===== src/rtl/frs_pkg.sv =====
// Shared constants and types for the FIFO reset sequencer
package frs_pkg;
   // Consecutive reset-match samples before a FIFO reset is recognized
   localparam logic [3:0] FRS_RST_MATCH_CYCLES = 4'h8;
   // Writes still accepted after an ordinary FULL
   localparam logic [2:0] FRS_POST_FULL_WRITES = 3'h4;
   // Synchroniser vector width and bit positions of each pin
   localparam int FRS_SYNC_W = 7;
   localparam int FRS_BIT_CE = 0;
   localparam int FRS_BIT_CLK = 1;
   localparam int FRS_BIT_REQ = 3;
   localparam int FRS_BIT_EN = 5;
   // Direction indices
   localparam int FRS_DIR_TX = 0;
   localparam int FRS_DIR_RX = 1;
   // Reset values
   localparam logic [FRS_SYNC_W-1:0] FRS_SYNC_RST = 7'h7F;
   localparam logic FRS_FLAG_IDLE_N = 1'h1;

   typedef enum logic [1:0] {
      FRS_ST_IDLE,
      FRS_ST_FORCED,
      FRS_ST_CLEAR
   } frs_seq_state_t;
endpackage


===== src/rtl/frs_seq_if.sv =====
// Link between the pin sampler and one direction's reset sequencer
`timescale 1ns/10ps
interface frs_seq_if;
   logic sample;
   logic ce_n;
   logic req_n;
   logic en_n;
   logic drive;
   logic rst_match;
   logic forced;
   logic clear;
   modport ctl(output sample, ce_n, req_n, en_n,
               input drive, rst_match, forced, clear);
   modport seq(input sample, ce_n, req_n, en_n,
               output drive, rst_match, forced, clear);
endinterface


===== src/rtl/frs_seq.sv =====
// Per-direction FIFO reset sequencer: match tracking and cycle count
`timescale 1ns/10ps
module frs_seq
   import frs_pkg::*;
(
   input wire logic clock_i,
   input wire logic rstn_i,
   frs_seq_if.seq bus
);
   typedef struct packed {
      frs_seq_state_t state;
      logic [3:0] cnt;
      logic drive;
      logic rmatch;
   } frs_seq_reg_t;

   frs_seq_reg_t s_q;
   frs_seq_reg_t s_d;

   // Next state, evaluated on a sampling edge of the pin clock; CLEAR returns to IDLE on the next cycle regardless
   always_comb begin
      logic rm;
      logic ok;
      logic [3:0] cnt_inc;
      rm = 1'b0;
      ok = 1'b0;
      cnt_inc = 4'h0;
      s_d = s_q;
      if (bus.sample) begin
         rm = !bus.ce_n && !bus.req_n;
         // Drivers on for normal match or reset match
         s_d.drive = !bus.ce_n;
         s_d.rmatch = rm;
         // Enable asserted inhibits and clears the count
         ok = rm && bus.en_n;
         cnt_inc = s_q.cnt + 4'h1;
      end
      case (s_q.state)
         FRS_ST_IDLE: begin
            if (bus.sample) begin
               if (ok) begin
                  // Count only consecutive matched edges
                  s_d.cnt = cnt_inc;
                  if (cnt_inc == FRS_RST_MATCH_CYCLES) begin
                     s_d.state = FRS_ST_FORCED;
                     s_d.cnt = 4'h0;
                  end
               end else begin
                  // Broken sequence leaves the FIFO untouched
                  s_d.cnt = 4'h0;
               end
            end
         end
         FRS_ST_FORCED: begin
            // Hold until host removes select or request
            if (bus.sample && !rm) begin
               s_d.state = FRS_ST_CLEAR;
            end
         end
         FRS_ST_CLEAR: begin
            s_d.state = FRS_ST_IDLE;
            s_d.cnt = 4'h0;
         end
         default: begin
            s_d.state = FRS_ST_IDLE;
         end
      endcase
   end

   // Starts in CLEAR so both FIFOs are flushed at power-up
   always_ff @(posedge clock_i or negedge rstn_i) begin
      if (!rstn_i) begin
         s_q <= '{FRS_ST_CLEAR, 4'h0, 1'b0, 1'b0};
      end else begin
         s_q <= s_d;
      end
   end

   assign bus.drive = s_q.drive;
   assign bus.rst_match = s_q.rmatch;
   assign bus.forced = (s_q.state == FRS_ST_FORCED);
   assign bus.clear = (s_q.state == FRS_ST_CLEAR);
endmodule


===== src/rtl/frs_top.sv =====
// FIFO reset sequencer top: pin sampling, both directions, flag drivers
`timescale 1ns/10ps
// What this block does
// - Start transmit reset when request and select both sample low
// - Drive transmit flags while the transmit reset match holds
// - After eight matched cycles force transmit FULL on the flags
// - Asserted write enable holds off the reset until removed
// - After ordinary FULL, accept up to four more writes
// - Reset-forced FULL rejects every further write
// - Reset only finishes after host removes request or select
// - Select raised ends reset and floats the transmit flags
// - Request raised with select low becomes normal match, flags driven
// - Reset completion shows EMPTY: empty asserted, half and full not
// - Write enable with select low clears the reset counter
// - Flags are active low; blocked reset leaves full flag high
// - Receive reset uses same conditions on receive clock and enable
// - Recognized receive reset forces receive flags to EMPTY
// - Receive reset gives no separate completion indication
// - Disrupted sequence before eight cycles leaves the FIFO unreset
// - Both FIFOs are cleared automatically at power-up
// - No match of either kind floats that direction's flags
module frs_top
   import frs_pkg::*;
(
   input wire logic clock_i,
   input wire logic rstn_i,
   input wire logic ce_n_i,
   input wire logic tx_iface_clock_i,
   input wire logic rx_iface_clock_i,
   input wire logic tx_fifo_reset_req_n_i,
   input wire logic rx_fifo_reset_req_n_i,
   input wire logic tx_write_enable_n_i,
   input wire logic rx_read_enable_n_i,
   input wire logic tx_fifo_empty_i,
   input wire logic tx_fifo_half_i,
   input wire logic tx_fifo_full_i,
   input wire logic tx_fifo_write_i,
   input wire logic rx_fifo_empty_i,
   input wire logic rx_fifo_full_i,
   output logic tx_fifo_clear_o,
   output logic rx_fifo_clear_o,
   output logic tx_write_allow_o,
   output logic tx_reset_match_o,
   output logic rx_reset_match_o,
   output logic tx_empty_flag_n_o,
   output logic tx_empty_flag_n_oe_o,
   output logic tx_half_flag_n_o,
   output logic tx_full_flag_n_o,
   output logic tx_full_flag_n_oe_o,
   output logic rx_empty_flag_n_o,
   output logic rx_empty_flag_n_oe_o,
   output logic rx_full_flag_n_o,
   output logic rx_full_flag_n_oe_o
);
   typedef struct packed {
      logic [FRS_SYNC_W-1:0] sync1;
      logic [FRS_SYNC_W-1:0] sync2;
      logic [1:0] clk_prev;
      logic [2:0] extra;
      logic tx_e_n;
      logic tx_h_n;
      logic tx_f_n;
      logic tx_oe;
      logic rx_e_n;
      logic rx_f_n;
      logic rx_oe;
   } frs_top_reg_t;

   frs_top_reg_t s_q;
   frs_top_reg_t s_d;

   logic [FRS_SYNC_W-1:0] pins;
   logic [1:0] rise;
   logic [1:0] drive_w;
   logic [1:0] rmatch_w;
   logic [1:0] forced_w;
   logic [1:0] clear_w;

   // Active-high status to active-low flag, forced or passed through
   function automatic logic flag_n(input logic forced_val,
                                   input logic forced,
                                   input logic status);
      flag_n = forced ? forced_val : !status;
   endfunction

   // All pins gathered for the two-stage synchroniser
   assign pins = {rx_read_enable_n_i, tx_write_enable_n_i,
                  rx_fifo_reset_req_n_i, tx_fifo_reset_req_n_i,
                  rx_iface_clock_i, tx_iface_clock_i, ce_n_i};

   // Pin clocks must stay well below a quarter of clock_i
   assign rise = s_q.sync2[FRS_BIT_CLK +: 2] & ~s_q.clk_prev;

   // One sequencer per direction, joined by its own interface
   genvar gi;
   generate
      for (gi = 0; gi < 2; gi++) begin : g_dir
         frs_seq_if sif();
         assign sif.sample = rise[gi];
         assign sif.ce_n = s_q.sync2[FRS_BIT_CE];
         assign sif.req_n = s_q.sync2[FRS_BIT_REQ + gi];
         assign sif.en_n = s_q.sync2[FRS_BIT_EN + gi];
         assign drive_w[gi] = sif.drive;
         assign rmatch_w[gi] = sif.rst_match;
         assign forced_w[gi] = sif.forced;
         assign clear_w[gi] = sif.clear;
         frs_seq u_seq (
            .clock_i(clock_i),
            .rstn_i(rstn_i),
            .bus(sif.seq)
         );
      end
   endgenerate

   // Next state for synchroniser, write budget and flag registers
   always_comb begin
      s_d = s_q;
      s_d.sync1 = pins;
      s_d.sync2 = s_q.sync1;
      s_d.clk_prev = s_q.sync2[FRS_BIT_CLK +: 2];
      // Extra writes past an ordinary FULL are counted
      if (!tx_fifo_full_i || clear_w[FRS_DIR_TX]) begin
         s_d.extra = 3'h0;
      end else if (tx_fifo_write_i && s_q.extra < FRS_POST_FULL_WRITES) begin
         s_d.extra = s_q.extra + 3'h1;
      end
      // Forced FULL on transmit: empty high, half and full low
      s_d.tx_e_n = flag_n(1'b1, forced_w[FRS_DIR_TX],
                          tx_fifo_empty_i);
      s_d.tx_h_n = flag_n(1'b0, forced_w[FRS_DIR_TX], tx_fifo_half_i);
      s_d.tx_f_n = flag_n(1'b0, forced_w[FRS_DIR_TX], tx_fifo_full_i);
      // Forced EMPTY on receive stops further reads
      s_d.rx_e_n = flag_n(1'b0, forced_w[FRS_DIR_RX],
                          rx_fifo_empty_i);
      s_d.rx_f_n = flag_n(1'b1, forced_w[FRS_DIR_RX], rx_fifo_full_i);
      // Drivers float outside any match
      s_d.tx_oe = drive_w[FRS_DIR_TX];
      s_d.rx_oe = drive_w[FRS_DIR_RX];
   end

   // Flags reset high and floating; drivers stay off until the first match
   always_ff @(posedge clock_i or negedge rstn_i) begin
      if (!rstn_i) begin
         s_q <= '{FRS_SYNC_RST, FRS_SYNC_RST, 2'h3, 3'h0,
                  FRS_FLAG_IDLE_N, FRS_FLAG_IDLE_N, FRS_FLAG_IDLE_N, 1'b0,
                  FRS_FLAG_IDLE_N, FRS_FLAG_IDLE_N, 1'b0};
      end else begin
         s_q <= s_d;
      end
   end

   // Forced FULL shuts the write path entirely
   assign tx_write_allow_o = !forced_w[FRS_DIR_TX] &&
      (!tx_fifo_full_i || s_q.extra < FRS_POST_FULL_WRITES);
   assign tx_fifo_clear_o = clear_w[FRS_DIR_TX];
   assign rx_fifo_clear_o = clear_w[FRS_DIR_RX];
   assign tx_reset_match_o = rmatch_w[FRS_DIR_TX];
   assign rx_reset_match_o = rmatch_w[FRS_DIR_RX];
   assign tx_empty_flag_n_o = s_q.tx_e_n;
   assign tx_half_flag_n_o = s_q.tx_h_n;
   assign tx_full_flag_n_o = s_q.tx_f_n;
   assign tx_empty_flag_n_oe_o = s_q.tx_oe;
   assign tx_full_flag_n_oe_o = s_q.tx_oe;
   assign rx_empty_flag_n_o = s_q.rx_e_n;
   assign rx_full_flag_n_o = s_q.rx_f_n;
   assign rx_empty_flag_n_oe_o = s_q.rx_oe;
   assign rx_full_flag_n_oe_o = s_q.rx_oe;
endmodule


===== config.mk =====
export PLATFORM = sky130hd
export DESIGN_NAME = frs_top
export DESIGN_NICKNAME = d
export VERILOG_FILES = /design/src/rtl/frs_pkg.sv /design/src/rtl/frs_seq_if.sv /design/src/rtl/frs_seq.sv /design/src/rtl/frs_top.sv
export SDC_FILE = /design/constraint.sdc
export NUM_CORES = 1
export LEC_CHECK = 0
export BUFFER_PORTS_ARGS = -buffer_cell sky130_fd_sc_hd__buf_4
export CAP_MARGIN = 20
export CORE_MARGIN = 2
export CORE_UTILIZATION = 60
export CTS_BUF_LIST = sky130_fd_sc_hd__clkbuf_4
export CTS_CLUSTER_SIZE = 28
export DETAILED_ROUTE_END_ITERATION = 8
export GPL_ROUTABILITY_DRIVEN = 0
export MAX_ROUTING_LAYER = met4
export PLACE_DENSITY = 0.85
export SKIP_CTS_REPAIR_TIMING = 1
export SLEW_MARGIN = 20
export SYNTH_ARGS = -nofsm -noshare
export SYNTH_HDL_FRONTEND = slang
export SYNTH_SLANG_ARGS = --single-unit

===== constraint.sdc =====
create_clock -name clock_i -period 3.2 [get_ports clock_i]
set_clock_uncertainty 0.15 [all_clocks]
set_input_delay 0.48 -clock clock_i [delete_from_list [all_inputs] [get_ports clock_i]]
set_output_delay 0.48 -clock clock_i [all_outputs]
set_load 0.01 [all_outputs]

==> results of run 1 <==
final timing paths:
kind | start | endpoint | cells past startpoint
worst max-delay path | g_dir[0].u_seq.s_q[7] | tx_write_allow_o | 3
worst min-delay path | tx_fifo_half_i | tx_half_flag_n_o | 2
worst max register to register | g_dir[0].sif.en_n | g_dir[0].u_seq.s_q[4] | 4
worst min register to register | s_d[17] | g_dir[0].sif.en_n | 0
max in group asynchronous | rstn_i | s_d[12] | 2
min in group asynchronous | rstn_i | g_dir[0].u_seq.s_q[2] | 2
per-stage QoR:
step           worst slack (ns)  cell area [um2]  hold WS (ns)
6_report                   1.19             1900        0.0986
5_1_grt                    1.10             1900        0.0730
4_1_cts                    1.18             1890       -0.0395
3_5_place_dp               1.56             1840         0.197
3_3_place_gp               1.58             1840         0.196
2_1_floorplan              1.63             1610        0.0344
metal layers:
layer  global-route usage  part of all wire  up-vias
met2                0.265              0.47       27
li1                     -                 -      492
met5                    -                 0        -
met4               0.0627             0.013        0
met3               0.0581             0.069        4
met1                0.207              0.45      452
worst max-delay path, stage by stage, from the launching register on:
cell and delay, ns:
dfstp_2 0.59, and2b_1 0.21, a21oi_1 0.12, buf_4 0.13
report_power, final:
part           internal [W]  total (W)  switching [W]
clock             0.0000785   0.000226       0.000147
sequential         0.000568   0.000583      0.0000151
combinational     0.0000407  0.0000801      0.0000395
flip-flops by register name, indices dropped and copies added, names as in the netlist:
signal	count
tx_empty_flag_n_o	1
g_dir.u_seq.s_q	12
tx_empty_flag_n_oe_o	1
rx_full_flag_n_o	1
s_q	5
g_dir.sif.req_n	2
g_dir.sif.en_n	2
tx_full_flag_n_o	1
g_dir.sif.ce_n	1
tx_half_flag_n_o	1
g_dir.u_seq.bus.drive	2
s_d	9
g_dir.u_seq.bus.rst_match	2
rx_empty_flag_n_o	1
rx_empty_flag_n_oe_o	1
cells by family (layout without fill, tap and decap cells):
group	Yosys count	count (layout)	share of synthesized area
buffers and inverters	5	40	0.0163
XOR/XNOR	4	4	0.0218
adder cells (fa/ha/maj)	3	3	0.0233
flip-flops	42	42	0.672
AO/OA/AOI/OAI	22	22	0.0872
multiplexers	3	3	0.0195
AND/OR/NAND/NOR	45	45	0.160
final cells by class:
class | instances | area share
Clock buffer | 5 | 0.0198
Clock inverter | 3 | 0.00593
Inverter | 3 | 0.00593
Multi-Input combinational cell | 77 | 0.264
Sequential cell | 42 | 0.569
Tap cell | 30 | 0.0198
Timing Repair Buffer | 29 | 0.116
cells in the final DEF (no fill, tap or decap), drive strengths merged, types with 2 or more instances in the layout:
cell type / instances
clkbuf: 5
mux2i: 2
o21bai: 2
nand3: 3
nor3b: 2
a21oi: 5
buf: 28
dfrtp: 19
nor2b: 3
nand2: 15
xnor2: 3
nor4: 3
a21o: 2
nand2b: 5
o31ai: 2
inv: 3
o21ai: 7
ha: 3
dfstp: 23
nor2: 9
clkinv: 3
==> results.py, run 1 <==
metrics = {
    "synth": {
        "synth_edf_count": 0,
        "synth_most_common_cell": "dfstp_2",
        "yosysWarnings": 0,
        "avgSynthCellArea_um2": 13.0,
        "synth_common_cells": "dfstp_2 (23), dfrtp_1 (19), nand2_1 (15), nor2_1 (9)",
        "yosysSeqAreaShare": 0.672,
        "synth_top_area_cell": "dfstp_2",
        "synth_area_leaders": "dfstp_2 (38%), dfrtp_1 (30%), nand2_1 (3.5%)",
        "synth_area_um2": 1610,
        "yosysUniqueCellTypes": 33,
        "synth_top_area_frac": 0.376,
        "synth-main-ff-cell": "dfstp_2",
        "async_flop_share": 1.00,
        "syn_nets": 142,
        "yosys_register_bits": 42,
        "syn_inst": 124,
    },
    "global_routing": {
        "grt_pass1_vias": 959,
        "grt_pass1_wl_mm": 4.04,
        "grt_max_degree": 43,
        "grtUsageTotal": 0.170,
        "globalRouteOverflowTotal": 0,
        "antenna_found_initial": 0,
    },
    "route": {
        "drt_iter0_drc": 18,
        "ant_nets": 0,
        "routed-via-count": 975,
        "finalWirelength_mm": 2.26,
        "routed_via_density": 5.16,
        "wl_per_cell_um": 11.9,
        "drc_errors": 0,
        "drt_pass1_iterations": 4,
    },
    "clock_tree": {
        "numCtsBuffers": 5,
        "cts.sink_count": 42,
        "cts_tree": "yes",
        "clk_pin_slew_ns": 0.11,
        "root_buffer": "clkbuf_4",
        "ctsHtreeMaxLevel": 2,
        "clk_latency_ns": 0.33,
        "ctsLongestPathBuffers": 2,
    },
    "layout": {
        "n_antenna_cell": 0,
        "fin_nets": 176,
        "multi_input_area_um2": 502,
        "num-fill-cells": 183,
        "syn2layout_area_growth_pct": 18.1,
        "final_util": 0.760,
        "drive_gt1_frac": 0.390,
        "regArea_um2": 1080,
        "fin_cells": 189,
    },
    "power": {
        "cellPowerDensity_nw_per_um2": 468,
        "finalPower_w": 0.000889,
        "ir_worst_vdd_uv": 591,
        "p_leak_nw": 0.879,
    },
    "critical_path": {
        "cp_max_fo": 6,
        "ff2ff_setup_slack_ns": 1.52,
        "cp.required_ns": 2.57,
        "start_kind": "register",
        "endpoint_kind": "primary output",
        "arrival_ns": 1.38,
        "critical_path_class": "register to primary output",
    },
    "sta": {
        "max_slew_margin": 0.678,
        "fmax_ghz": 0.498,
        "final-setup-viol-count": 0,
        "hold_viol": 0,
        "period_share": 0.627,
        "worst_pin_slew_ns": 0.483,
        "drv_slew": 0,
        "tns_ns": 0,
        "finalCriticalPeriod_ns": 2.01,
        "rsz0062_at_grt": "false",
    },
    "floorplanning": {
        "num_rows": 18,
        "initial_core_util": 0.643,
        "core_area_um2": 2500,
        "die_area_um2": 3110,
        "fp.dieW_um": 55.8,
        "die_h_um": 55.8,
        "io_pins": 29,
    },
    "run_status": {
        "outcome": "finished clean",
    },
    "hold_path": {
        "min_path_type": "input pin to register",
    },
    "place": {
        "dpl.cell_count": 180,
        "portBuffers": 28,
        "dp_hpwl_mm": 1.67,
    },
    "flow_run": {
        "max_cap_viol_count": 0,
    },
}
(Power assumes the default switching activity.)
==> run 2, diff against run 1 <==
--- a/config.mk
+++ b/config.mk
@@ -5,16 +5,17 @@
 export SDC_FILE = /design/constraint.sdc
 export NUM_CORES = 1
 export LEC_CHECK = 0
+export ABC_AREA = 1
 export BUFFER_PORTS_ARGS = -buffer_cell sky130_fd_sc_hd__buf_4
 export CAP_MARGIN = 20
 export CORE_MARGIN = 2
-export CORE_UTILIZATION = 60
+export CORE_UTILIZATION = 57
 export CTS_BUF_LIST = sky130_fd_sc_hd__clkbuf_4
 export CTS_CLUSTER_SIZE = 28
 export DETAILED_ROUTE_END_ITERATION = 8
 export GPL_ROUTABILITY_DRIVEN = 0
 export MAX_ROUTING_LAYER = met4
-export PLACE_DENSITY = 0.85
+export PLACE_DENSITY = 0.81
 export SKIP_CTS_REPAIR_TIMING = 1
 export SLEW_MARGIN = 20
 export SYNTH_ARGS = -nofsm -noshare
==> constraint.sdc (replaced) <==
create_clock -name clock_i -period 1.85 [get_ports clock_i]
set_clock_uncertainty 0.15 [all_clocks]
set_input_delay 0.2775 -clock clock_i [delete_from_list [all_inputs] [get_ports clock_i]]
set_output_delay 0.2775 -clock clock_i [all_outputs]
set_load 0.01 [all_outputs]
==> run 2 against run 1 <==
  * Clock power grew to 2.6 times the previous value
  * Routed wire length is 16% higher
  * Via count is 19% higher
==> results.py, run 2 <==
metrics = {
    "place": {
        "portBuffers": 28,
        "dp_hpwl_mm": 1.77,
        "place_ws_ns": 0.418,
    },
    "power": {
        "ir_worst_vdd_uv": 893,
        "cellPowerDensity_nw_per_um2": 1030,
        "p_leak_nw": 1.03,
    },
    "clock_tree": {
        "root_buffer": "clkbuf_4",
        "cts.sink_count": 42,
        "clk_latency_ns": 0.34,
        "cts_tree": "yes",
        "numCtsBuffers": 5,
        "ctsLongestPathBuffers": 2,
        "clk_pin_slew_ns": 0.11,
        "ctsHtreeMaxLevel": 2,
    },
    "sta": {
        "fmax_ghz": 0.570,
        "max_slew_margin": 0.675,
        "finalCriticalPeriod_ns": 1.75,
        "worst_pin_slew_ns": 0.487,
        "holdWs_ns": 0.0450,
        "drv_slew": 0,
        "period_share": 0.948,
        "hold_viol": 0,
        "setup_slack_ns": 0.0967,
        "final-setup-viol-count": 0,
    },
    "critical_path": {
        "rr_startpoint": "g_dir[1].u_seq.s_q[2]",
        "arrival_ns": 1.33,
        "timing.rr.end": "g_dir[1].u_seq.s_q[6]",
        "crit_chain": "inv_2, nand2_1, inv_2, a21oi_2, buf_4",
        "slowest_stage": "dfstp_2",
        "cp_max_fo": 5,
        "start_kind": "register",
        "critical_path_class": "register to primary output",
        "endpoint_kind": "primary output",
        "ff2ff_setup_slack_ns": 0.42,
        "r2r_cells": 6,
        "cp.required_ns": 1.42,
        "crit_path_frequent_cell": "inv_2",
        "critPathMaxStageDelay_ns": 0.55,
    },
    "global_routing": {
        "grtUsageTotal": 0.179,
        "globalRouteOverflowTotal": 0,
        "grt_pass1_wl_mm": 4.24,
        "grt_pass1_vias": 1077,
        "grt_max_degree": 43,
        "antenna_found_initial": 0,
    },
    "synth": {
        "yosysUniqueCellTypes": 25,
        "synth_area_um2": 1630,
        "synth_top_area_frac": 0.370,
        "yosys_register_bits": 42,
        "yosysSeqAreaShare": 0.661,
        "synth_top_area_cell": "dfstp_2",
        "synth_edf_count": 0,
        "synth_common_cells": "nand2_1 (29), dfstp_2 (23), inv_1 (22), dfrtp_1 (19), nor2_1 (18)",
        "yosysWarnings": 0,
        "synth-main-ff-cell": "dfstp_2",
        "avgSynthCellArea_um2": 10.5,
        "syn_nets": 174,
        "syn_inst": 156,
        "synth_area_leaders": "dfstp_2 (37%), dfrtp_1 (29%), nand2_1 (6.7%)",
        "async_flop_share": 1.00,
        "synth_most_common_cell": "nand2_1",
    },
    "layout": {
        "fin_nets": 220,
        "largest-register": "g_dir.u_seq.s_q",
        "largest_reg_flops": 12,
        "layout_commonest_cell": "nand2_1",
        "drive_gt1_frac": 0.360,
        "final_cell_mix": "nand2_1 (29), buf_4 (28), dfstp_2 (23), inv_1 (21), dfrtp_1 (19)",
        "syn2layout_area_growth_pct": 27.6,
        "n_antenna_cell": 0,
    },
    "hold_path": {
        "min_to": "s_q[9]",
        "hold_start": "tx_fifo_write_i",
        "min_path_type": "input pin to register",
        "min_delay_path_depth": 3,
    },
    "floorplanning": {
        "core_area_um2": 2730,
        "die_area_um2": 3310,
        "num_rows": 19,
        "io_pins": 29,
        "initial_core_util": 0.598,
        "fp.dieW_um": 57.5,
        "die_h_um": 57.5,
    },
    "route": {
        "wl_per_cell_um": 11.2,
        "routed-via-count": 1163,
        "ant_nets": 0,
        "finalWirelength_mm": 2.62,
        "drc_errors": 0,
        "drt_pass1_iterations": 4,
        "drt_iter0_drc": 33,
        "routed_via_density": 4.97,
    },
    "run_status": {
        "outcome": "finished clean",
    },
    "flow_run": {
        "max_cap_viol_count": 0,
    },
}
## run 2: cell types whose count changed after synthesis, sizes merged, moves of 5 or more
cell / previous run / this run
inv: 3 / 24
nand2: 15 / 31
nor2: 9 / 21
nand2b: 5 / 0
o21ai: 7 / 12
## run 2: kinds of logic (layout without fill, tap and decap cells)
kind of cell,count (synthesis),in the layout,synth area share
adders and majority gates,3,3,0.0230
AOI/OAI and AO/OA,23,23,0.0819
DFF,42,42,0.661
buffers and inverters,27,74,0.0674
xor gates and xnor gates,1,1,0.00536
and+or+nand+nor,60,60,0.162
## run 2: area by class of cell
class | count | area (um2)
sequential | 42 | 1080
fill | 176 | 649
multi-input combinational | 87 | 448
timing repair buffer | 41 | 340
inverter | 25 | 95.1
clock buffer | 7 | 52.6
tap | 31 | 38.8
clock inverter | 1 | 30.0
## run 2: critical path: cells and delay by family (launching register included)
family	cells	cell delay, ns
buffers and inverters	3	0.25
AO/OA/AOI/OAI	1	0.10
AND/OR/NAND/NOR	1	0.09
flip-flops	1	0.55
## run 2: worst max-delay path by stage
stage,cells past startpoint,startpoint,endpoint
finish,5,g_dir[0].u_seq.s_q[7],tx_write_allow_o
global route,5,g_dir[0].u_seq.s_q[7],tx_write_allow_o
CTS,5,g_dir[0].u_seq.s_q[7],tx_write_allow_o
detailed placement,7,s_d[11],g_dir[1].u_seq.s_q[4]
global placement,7,s_d[11],g_dir[1].u_seq.s_q[5]
floorplan,4,g_dir[0].u_seq.s_q[7],tx_write_allow_o
## run 2: stage by stage
stage,total power (W),util,cells,setup TNS [ns],instance area [um2]
CTS,0.00214,0.714,221,0,1950
detailed placement,0.00154,0.683,213,0,1870
finish,0.00214,0.762,234,0,2080
global placement,0.00151,0.683,213,0,1870
global route,0.00227,0.762,234,-0.00564,2080
floorplan,0.00137,-,156,0,1630
## run 2: power by group
part           total, W  switching (W)  internal, W
registers       0.00113      0.0000761      0.00106
logic          0.000427       0.000236     0.000191
clock network  0.000585       0.000269     0.000316
## run 2: routing by layer
layer / part of all wire / up-vias / GRT usage
li1: - / 578 / -
met3: 0.062 / 7 / 0.0544
met4: 0.024 / 0 / 0.140
met5: 0 / - / -
met2: 0.48 / 36 / 0.261
met1: 0.43 / 542 / 0.205
